**src/hdl/reiu_map.vh**
```
// register offsets, field positions, reset values and timing counts for the error interrupt unit
`ifndef REIU_MAP_VH
`define REIU_MAP_VH
`define REIU_OFS_STATUS 12'h01C
`define REIU_OFS_CTRL 12'h000
`define REIU_OFS_MASK 12'h004
`define REIU_OFS_STICKY 12'h020
`define REIU_OFS_STREAM 12'h008
`define REIU_BIT_LOCK 0
`define REIU_BIT_PAR 1
`define REIU_BIT_COMP 2
`define REIU_BIT_NONAUD 3
`define REIU_BIT_VALID 4
`define REIU_BIT_RATE 5
`define REIU_BIT_SUBQ 6
`define REIU_BIT_CHST 7
`define REIU_BIT_TAPE 8
`define REIU_CTRL_SERIAL 0
`define REIU_CTRL_GUARD 1
`define REIU_CTRL_HOLD_LO 2
`define REIU_CTRL_HOLD_HI 3
`define REIU_CTRL_RESET 32'h0000_0002
`define REIU_MASK_RESET 32'h0000_0000
`define REIU_HOLD_DEFAULT 2'h1
`define REIU_HOLD_BASE_FS 512
`define REIU_HOLD_MAX_FS 4096
`define REIU_PAR_HOLD_FS 1024
`define REIU_GUARD_FRAMES 3840
`endif

```
**src/hdl/reiu_hold_timer.v**
```verilog
// retriggerable hold counter, counting frame periods after its source clears
`timescale 1ns/1ps
`default_nettype none
module reiu_hold_timer #(
  parameter W = 13
) (
  input wire clk, // system clock
  input wire rst_n, // asynchronous reset, active low
  input wire tick, // one-cycle frame-period enable
  input wire src, // level to stretch
  input wire [W-1:0] hold_len, // frames to hold after src falls
  output reg out // stretched level
);
  reg [W-1:0] cnt;
  always @(posedge clk or negedge rst_n) begin
    if (!rst_n) begin
      cnt <= {W{1'b0}};
      out <= 1'b0;
    end else if (src) begin
      cnt <= hold_len;
      out <= 1'b1;
    end else if (out && tick) begin
      if (cnt <= {{(W-1){1'b0}}, 1'b1}) begin
        cnt <= {W{1'b0}};
        out <= 1'b0;
      end else begin
        cnt <= cnt - {{(W-1){1'b0}}, 1'b1};
      end
    end
  end
endmodule // reiu_hold_timer
`default_nettype wire

```
**src/hdl/reiu_error_irq.v**
```verilog
// receiver error and event handling with interrupt pins, status registers and output forcing
//
// Function
// - clock recovery off forces both interrupt pins low
// - lock-lost flag is one while recovery loop is out of lock
// - parity flag follows parity or bi-phase error, refreshed each sub-frame
// - compressed-stream flag is OR of nonlinear pcm and cd stream detect
// - validity flag follows received validity, refreshed each sub-frame
// - non-audio flag follows channel-status non-audio bit, refreshed each block
// - rate or emphasis change raises change flag for exactly one sub-frame
// - subcode-change flag sets when new q-subcode differs, once per sync
// - channel-status-change flag sets when status differs, once per block
// - tape marker flag sets; guard ignores repeats within 3840 frames
// - pin mode: error pin is lock|parity, info pin compressed|non-audio
// - pin mode: error pin holds 1024 frames after errors clear
// - audio out low on lock loss, repeats last good on parity error
// - validity pin low while unlocked, otherwise follows validity flag
// - register mode: pins OR unmasked events; masks leave status bits alone
// - register mode: error pin hold programmable, default 1024, max 2048
// - register mode: info pin falls at once when its events clear
// - real-time status bits are not latched
// - sticky change bits hold until software reads their register
// - lock loss resets stored channel status, user bits and burst words
`timescale 1ns/1ps
`default_nettype none
`include "reiu_map.vh"
module reiu_error_irq #(
  parameter HOLD_W = 13, // hold counter width, fits 4096 frames
  parameter GUARD_FRAMES = `REIU_GUARD_FRAMES, // re-trigger guard length in frames
  parameter PAR_HOLD = `REIU_PAR_HOLD_FS, // pin-mode hold in frames
  parameter HOLD_BASE = `REIU_HOLD_BASE_FS, // register-mode hold step in frames
  parameter SUB_W = 24 // sub-frame audio word width
) (
  input wire pclk, // apb clock, 100 MHz
  input wire presetn, // asynchronous reset, active low
  input wire psel, // apb select
  input wire penable, // apb enable
  input wire pwrite, // apb direction
  input wire [11:0] paddr, // apb byte address
  input wire [31:0] pwdata, // apb write data
  output reg [31:0] prdata, // apb read data
  output reg pready, // apb ready
  output reg pslverr, // apb error, unmapped address
  input wire serial_mode_pin, // strap: 1 register-controlled mode
  input wire pll_off, // clock operation mode 1, recovery loop off
  input wire frame_clock, // recovered frame clock pin
  input wire subframe_tick, // one cycle per sub-frame, same clock
  input wire block_tick, // one cycle per channel-status block
  input wire subcode_sync_tick, // one cycle per q-subcode sync
  input wire preamble_err, // preamble spacing or coding wrong
  input wire parity_err, // parity error in this sub-frame
  input wire biphase_err, // bi-phase coding error in this sub-frame
  input wire nonlinear_pcm_detect, // compressed stream detected
  input wire cd_stream_detect, // cd compressed stream detected
  input wire valid_bit, // received validity bit
  input wire non_audio_bit, // non-audio bit of channel status
  input wire [3:0] sample_rate_code, // detected rate code
  input wire preemphasis_bit, // pre-emphasis bit
  input wire [79:0] subcode_q, // newly captured q-subcode
  input wire [39:0] chan_status, // received channel status bits
  input wire tape_category, // category code says tape
  input wire tape_marker_seen, // start marker detected pulse
  input wire [SUB_W-1:0] audio_in, // decoded sub-frame audio
  output reg error_irq_pin, // error interrupt pin
  output reg info_irq_pin, // info interrupt pin
  output reg [SUB_W-1:0] serial_audio_out, // audio data after error handling
  output reg validity_pin, // validity output pin
  output reg store_clear // pulse: clear channel status, user bits, burst words
);
  //////////////////////////////////////////////////////////////////////////////
  // frame clock synchroniser and frame tick
  reg fc_s1, fc_s2, fc_s3;
  reg fc_level;
  reg frame_tick;
  always @(posedge pclk or negedge presetn) begin
    if (!presetn) begin
      fc_s1 <= 1'b0;
      fc_s2 <= 1'b0;
      fc_s3 <= 1'b0;
      fc_level <= 1'b0;
      frame_tick <= 1'b0;
    end else begin
      fc_s1 <= frame_clock;
      fc_s2 <= fc_s1;
      fc_s3 <= fc_s2;
      frame_tick <= 1'b0;
      if (fc_s2 == fc_s3 && fc_s2 != fc_level) begin
        fc_level <= fc_s2;
        frame_tick <= fc_s2;
      end
    end
  end
  //////////////////////////////////////////////////////////////////////////////
  // control registers
  reg [31:0] ctrl;
  reg [8:0] mask;
  reg serial_mode;
  wire guard_on = ctrl[`REIU_CTRL_GUARD];
  wire [1:0] hold_sel = ctrl[`REIU_CTRL_HOLD_HI:`REIU_CTRL_HOLD_LO];
  wire wr_en = psel && penable && pwrite;
  wire rd_en = psel && penable && !pwrite;
  always @(posedge pclk or negedge presetn) begin
    if (!presetn) begin
      ctrl <= `REIU_CTRL_RESET | {28'h0, `REIU_HOLD_DEFAULT, 2'h0};
      mask <= 9'h000;
      serial_mode <= 1'b0;
    end else begin
      serial_mode <= serial_mode_pin;
      if (wr_en && paddr == `REIU_OFS_CTRL)
        ctrl <= {28'h0, pwdata[3:0]};
      if (wr_en && paddr == `REIU_OFS_MASK)
        mask <= pwdata[8:0];
    end
  end
  //////////////////////////////////////////////////////////////////////////////
  // event flags
  reg lock_lost_flag, parity_biphase_err_flag, valid_flag, non_audio_flag;
  reg rate_emph_change_flag;
  reg [4:0] last_rate;
  reg [79:0] last_q;
  reg [39:0] last_cs;
  reg subcode_change_flag, chan_status_change_flag, tape_start_marker_flag;
  reg [12:0] guard_cnt;
  wire comp_flag = nonlinear_pcm_detect | cd_stream_detect;
  wire q_diff = subcode_sync_tick && subcode_q != last_q;
  wire cs_diff = block_tick && chan_status != last_cs && !lock_lost_flag;
  wire guard_busy = guard_on && guard_cnt != 13'h0000;
  wire tape_hit = tape_category && tape_marker_seen && !guard_busy;
  wire sticky_rd = rd_en && paddr == `REIU_OFS_STICKY;
  always @(posedge pclk or negedge presetn) begin
    if (!presetn) begin
      lock_lost_flag <= 1'b0;
      parity_biphase_err_flag <= 1'b0;
      valid_flag <= 1'b0;
      non_audio_flag <= 1'b0;
      rate_emph_change_flag <= 1'b0;
      last_rate <= 5'h00;
      last_q <= 80'h0;
      last_cs <= 40'h0;
      subcode_change_flag <= 1'b0;
      chan_status_change_flag <= 1'b0;
      tape_start_marker_flag <= 1'b0;
      guard_cnt <= 13'h0000;
      store_clear <= 1'b0;
    end else begin
      lock_lost_flag <= preamble_err;
      store_clear <= preamble_err && !lock_lost_flag;
      if (subframe_tick) begin
        parity_biphase_err_flag <= parity_err | biphase_err;
        valid_flag <= valid_bit;
        rate_emph_change_flag <= {sample_rate_code, preemphasis_bit} != last_rate;
        last_rate <= {sample_rate_code, preemphasis_bit};
      end
      if (block_tick)
        non_audio_flag <= non_audio_bit;
      if (preamble_err) begin
        last_cs <= 40'h0;
        non_audio_flag <= 1'b0;
      end else if (block_tick) begin
        last_cs <= chan_status;
      end
      if (subcode_sync_tick)
        last_q <= subcode_q;
      // sticky bits: set beats the clear from a read in the same cycle
      // only bits that the captured read data showed are cleared, so an event
      // landing between setup and access edge survives for the next read
      if (q_diff)
        subcode_change_flag <= 1'b1;
      else if (sticky_rd && prdata[`REIU_BIT_SUBQ])
        subcode_change_flag <= 1'b0;
      if (cs_diff)
        chan_status_change_flag <= 1'b1;
      else if (sticky_rd && prdata[`REIU_BIT_CHST])
        chan_status_change_flag <= 1'b0;
      if (tape_hit)
        tape_start_marker_flag <= 1'b1;
      else if (sticky_rd && prdata[`REIU_BIT_TAPE])
        tape_start_marker_flag <= 1'b0;
      // guard counts frames from the last accepted marker
      if (tape_hit)
        guard_cnt <= GUARD_FRAMES[12:0];
      else if (frame_tick && guard_cnt != 13'h0000)
        guard_cnt <= guard_cnt - 13'h0001;
    end
  end
  //////////////////////////////////////////////////////////////////////////////
  // interrupt pins
  wire [8:0] events = {tape_start_marker_flag, chan_status_change_flag, subcode_change_flag,
    rate_emph_change_flag, valid_flag, non_audio_flag, comp_flag,
    parity_biphase_err_flag, lock_lost_flag};
  wire [8:0] live = events & ~mask;
  wire err_src_pin = lock_lost_flag | parity_biphase_err_flag;
  wire info_src_pin = comp_flag | non_audio_flag;
  wire err_src = serial_mode ? (live[`REIU_BIT_LOCK] | live[`REIU_BIT_PAR]) : err_src_pin;
  wire info_src = serial_mode ? (|live[8:2]) : info_src_pin;
  reg [HOLD_W-1:0] hold_len;
  always @* begin
    hold_len = PAR_HOLD[HOLD_W-1:0];
    if (serial_mode)
      hold_len = HOLD_BASE[HOLD_W-1:0] * ({{(HOLD_W-2){1'b0}}, hold_sel} +
        {{(HOLD_W-1){1'b0}}, 1'b1});
  end
  wire err_held;
  reiu_hold_timer #(.W(HOLD_W)) u_hold (
    .clk(pclk),
    .rst_n(presetn),
    .tick(frame_tick),
    .src(err_src),
    .hold_len(hold_len),
    .out(err_held)
  );
  always @(posedge pclk or negedge presetn) begin
    if (!presetn) begin
      error_irq_pin <= 1'b0;
      info_irq_pin <= 1'b0;
    end else begin
      error_irq_pin <= err_held && !pll_off;
      info_irq_pin <= info_src && !pll_off;
    end
  end
  //////////////////////////////////////////////////////////////////////////////
  // audio and validity output forcing
  reg [SUB_W-1:0] last_good;
  always @(posedge pclk or negedge presetn) begin
    if (!presetn) begin
      last_good <= {SUB_W{1'b0}};
      serial_audio_out <= {SUB_W{1'b0}};
      validity_pin <= 1'b0;
    end else begin
      if (subframe_tick && !(parity_err | biphase_err) && !preamble_err)
        last_good <= audio_in;
      if (lock_lost_flag)
        serial_audio_out <= {SUB_W{1'b0}};
      else if (parity_biphase_err_flag)
        serial_audio_out <= last_good;
      else
        serial_audio_out <= audio_in;
      validity_pin <= lock_lost_flag ? 1'b0 : valid_flag;
    end
  end
  //////////////////////////////////////////////////////////////////////////////
  // apb slave, zero wait states
  always @(posedge pclk or negedge presetn) begin
    if (!presetn) begin
      prdata <= 32'h0000_0000;
      pready <= 1'b0;
      pslverr <= 1'b0;
    end else begin
      pready <= psel && !penable;
      pslverr <= 1'b0;
      if (psel && !penable) begin
        case (paddr)
          `REIU_OFS_CTRL: prdata <= ctrl;
          `REIU_OFS_MASK: prdata <= {23'h0, mask};
          `REIU_OFS_STATUS: prdata <= {23'h0, events};
          `REIU_OFS_STICKY: prdata <= {23'h0, events[8:6], 6'h00};
          default: begin
            prdata <= 32'h0000_0000;
            pslverr <= 1'b1;
          end
        endcase
      end
    end
  end
endmodule // reiu_error_irq
`default_nettype wire

```
**config.mk**
```make
export PLATFORM = sky130hd
export DESIGN_NAME = reiu_error_irq
export DESIGN_NICKNAME = d
export VERILOG_FILES = /design/src/hdl/reiu_hold_timer.v /design/src/hdl/reiu_error_irq.v
export VERILOG_INCLUDE_DIRS = /design/src /design/src/hdl
export SDC_FILE = /design/constraint.sdc
export NUM_CORES = 1
export LEC_CHECK = 0
export BUFFER_PORTS_ARGS = -buffer_cell sky130_fd_sc_hd__buf_2
export CORE_AREA = 3 3 199 201
export DETAILED_ROUTE_END_ITERATION = 8
export DIE_AREA = 0 0 202 204
export GPL_ROUTABILITY_DRIVEN = 1
export GPL_TIMING_DRIVEN = 0
export PLACE_DENSITY = 0.57
export SLEW_MARGIN = 30
export SYNTH_ARGS = -nofsm -noshare
export SYNTH_HDL_FRONTEND = slang
export SYNTH_SLANG_ARGS = --single-unit
export TNS_END_PERCENT = 50
```
**constraint.sdc**
```tcl
create_clock -name pclk -period 2 [get_ports pclk]
set_input_delay 0.3 -clock pclk [delete_from_list [all_inputs] [get_ports pclk]]
set_output_delay 0.3 -clock pclk [all_outputs]
set_load 0.05 [all_outputs]
```
==> out/metrics.yaml <==
ys_types: 54
leakage_nw: 7.306
rsz0062_at_grt: "yes"
cts_root_buf: "clkbuf_16"
antenna_found_initial: 3
placed_cells: 1691
cp_max_fo: 6
hp-class: "input pin to flip-flop"
critPathKind: "flip-flop to flip-flop"
slowest_delay_ns: 0.58
io_buffers: 225
start_kind: "flip-flop"
dr.pass1.iters: 4
finClkSkew_ns: 0.009999
cts.sinks: 242
ant_nets: 0
hold_viol: 0
instances_no_fill: 1893
holdPathStages: 3
synth_top_area_share_pct: 52.81
drive_above_1_share_pct: 34.28
boundaryPins: 275
finalSetupViolations: 4
status: "finished with violations"
num_rows: 71
fp.dieH_um: 204
rrSetupSlack_ns: -0.05
synth-seq-cells: 242
reg2reg_to: "guard_cnt[8]$_DFFE_PN0P_"
die_area_um2: 41210
fmaxAchievable_mhz: 487.3
layout_setup_ws_ns: -0.05200
cp_data_arrival_time_ns: 2.49
synth.area.top_cells: "dfrtp_1 53%, mux2_2 12%, xnor2_1 6.4%"
cts.clk_slew.worst_paths_ns: 0.06
yosys.cell_count.top_type: "dfrtp_1"
ys_async_sr_fraction_pct: 100.0
peakVddDrop_v: 0.0005722
avgSynthCellArea_um2: 12.23
yosysSeqAreaShare_pct: 53.27
syn_area_um2: 11370
slowest_stage: "or4_4"
max_slew.worst_pin.slew_ns: 1.000
reg2reg_from: "guard_cnt[3]$_DFFE_PN0P_"
cts-htree-levels: 1
fin_crit_sh_pct: 102.6
grt_pass1_wl_um: 48640
vias_per_cell: 4.506
fin_crit_ns: 2.052
fp.dieW_um: 202
drt_iter0_drc: 253
endpoint_kind: "flip-flop"
syn_to_final_growth_pct: 40.27
clkLatencyLatePin_ns: 0.55
cts_tree: "yes"
holdPathEnd: "last_cs[38]$_DFFE_PN0P_"
grt_pass1_vias: 9091
synth_top_flop_cell: "dfrtp_1"
worst_hold_startpoint: "chan_status[38]"
initial_core_util_pct: 30.12
slew_headroom_pct: 32.81
synth_commonest_cells: "240 x dfrtp_1, 124 x mux2_2, 89 x nor2_1, 83 x xnor2_1, 69 x mux2i_1"
clk_path_buf_depth: 3
cp.required_ns: 2.44
final_nets: 1577
grt_max_degree: 80
gp_congestion: 0.8269
placed_cell_area_um2: 13350
violations: "negative setup slack"
maxCapViolCount: 0
routed_wl_um: 30480
vias: 8530
p_per_area_nw_per_um2: 862.9
wl_per_cell_um: 16.10
postLayoutCellArea_um2: 15950
synth_edf_count: 0
grt_overflow: 0
synthCells: 930
r2r.worst_path.cells: 6
yosysWarnings: 0
finalMaxSlewViolations: 0
yosys.area.top_type: "dfrtp_1"
grt_util_all_layers_pct: 14.56
worstPathCellList: "or4_4 -> o41a_1 -> buf_4 -> nand4b_1 -> xor2_1 -> nand2b_1"
drc_errors: 0
coreArea_um2: 37760
cts_buffers: 29
dp_hpwl_um: 21560
## worst max-delay path by stage
stage,start,end,slack [ns]
after floorplan,paddr[1],ctrl[0]$_DFFE_PN0P_,-0.22
after global placement,presetn,last_good[21]$_DFFE_PN0P_,-4.10
after detailed placement,paddr[2],subcode_change_flag$_DFFE_PN0P_,-1.09
after CTS,guard_cnt[3]$_DFFE_PN0P_,guard_cnt[8]$_DFFE_PN0P_,-0.04
after global routing,guard_cnt[5]$_DFFE_PN0P_,guard_cnt[8]$_DFFE_PN0P_,-0.12
final,guard_cnt[3]$_DFFE_PN0P_,guard_cnt[8]$_DFFE_PN0P_,-0.05
## critical path: cells and delay by family, from the launching register on
kind | cells | cell delay [ns]
XOR/XNOR | 1 | 0.15
flip-flops | 1 | 0.38
AO/OA/AOI/OAI | 1 | 0.47
AND/OR/NAND/NOR | 3 | 0.74
buffers and inverters | 1 | 0.19
## final cells by class
| cell class | count | area, um^2 |
|---|---|---|
| timing repair buffer | 378 | 2686 |
| buffer | 59 | 341.6 |
| fill | 3569 | 21800 |
| antenna | 2 | 5.005 |
| multi-input combinational | 636 | 5167 |
| sequential | 242 | 6060 |
| inverter | 13 | 48.80 |
| clock buffer | 41 | 840.8 |
| clock inverter | 11 | 162.7 |
| tap | 511 | 639.4 |
## placed cells by master (no fill, tap or decap), drive strengths merged, types with 22 or more instances in the layout
cell,count
mux2,124
dlygate4sd3,135
dfrtp,240
a22o,22
nor2,89
xor2,52
conb,23
mux2i,69
xnor2,83
buf,278
clkbuf,65
nor4,23
nand4,24
## flip-flops by register name (all words and copies together), names as in the netlist, 5 cells and up
| register | count |
|---|---|
| last_good | 24 |
| last_rate | 5 |
| serial_audio_out | 24 |
| last_cs | 40 |
| prdata | 9 |
| last_q | 80 |
| mask | 9 |
| u_hold.cnt | 13 |
| guard_cnt | 13 |
## metal layers
metal  up-vias  track usage, %  share of wire, %
li1       4070               -                 -
met1      4214           19.16                45
met2       194           24.53                48
met3        50           3.122               4.9
met4         2           3.738               2.6
met5         -               0             0.043
## what timing repair did
action                     4_1_cts  5_1_grt
setup endpoints to repair       34       33
gates resized for setup         22       12
gates cloned                     1        0
setup buffers                    9        5
hold buffers                   135        0
hold endpoints to repair       246        0
pin swaps                        8        6
## power by group
group          switching (W)  internal [W]  leakage (nW)
combinational        0.00132       0.00121          3.81
clock                0.00213       0.00342         0.498
sequential          0.000302       0.00537          2.99
## metrics by stage
stage / setup TNS, ns / total power [W] / worst slack [ns] / util, % / hold slack (ns)
final: -0.08592 / 0.01376 / -0.05200 / 42.25 / 0.02960
after global routing: -0.7917 / 0.01444 / -0.1224 / 42.25 / 0.01431
after global placement: -1015.09 / 0.007879 / -4.102 / 35.10 / 0.3317
after CTS: -0.2044 / 0.01395 / -0.04262 / 42.04 / 0.0007878
after floorplan: -2.648 / 0.007207 / -0.2165 / - / 0.004409
after detailed placement: -25.88 / 0.007961 / -1.094 / 35.36 / 0.2134
## cell families after synthesis
family / share of synthesized area, %
buf+inv: 3.279
compound gates: 4.357
xor+xnor: 10.40
other cells: 0.03298
flops: 53.27
simple gates: 9.671
mux: 18.35
fa+ha+maj: 0.6381
No activity file was read; power rests on OpenSTA's default activity.
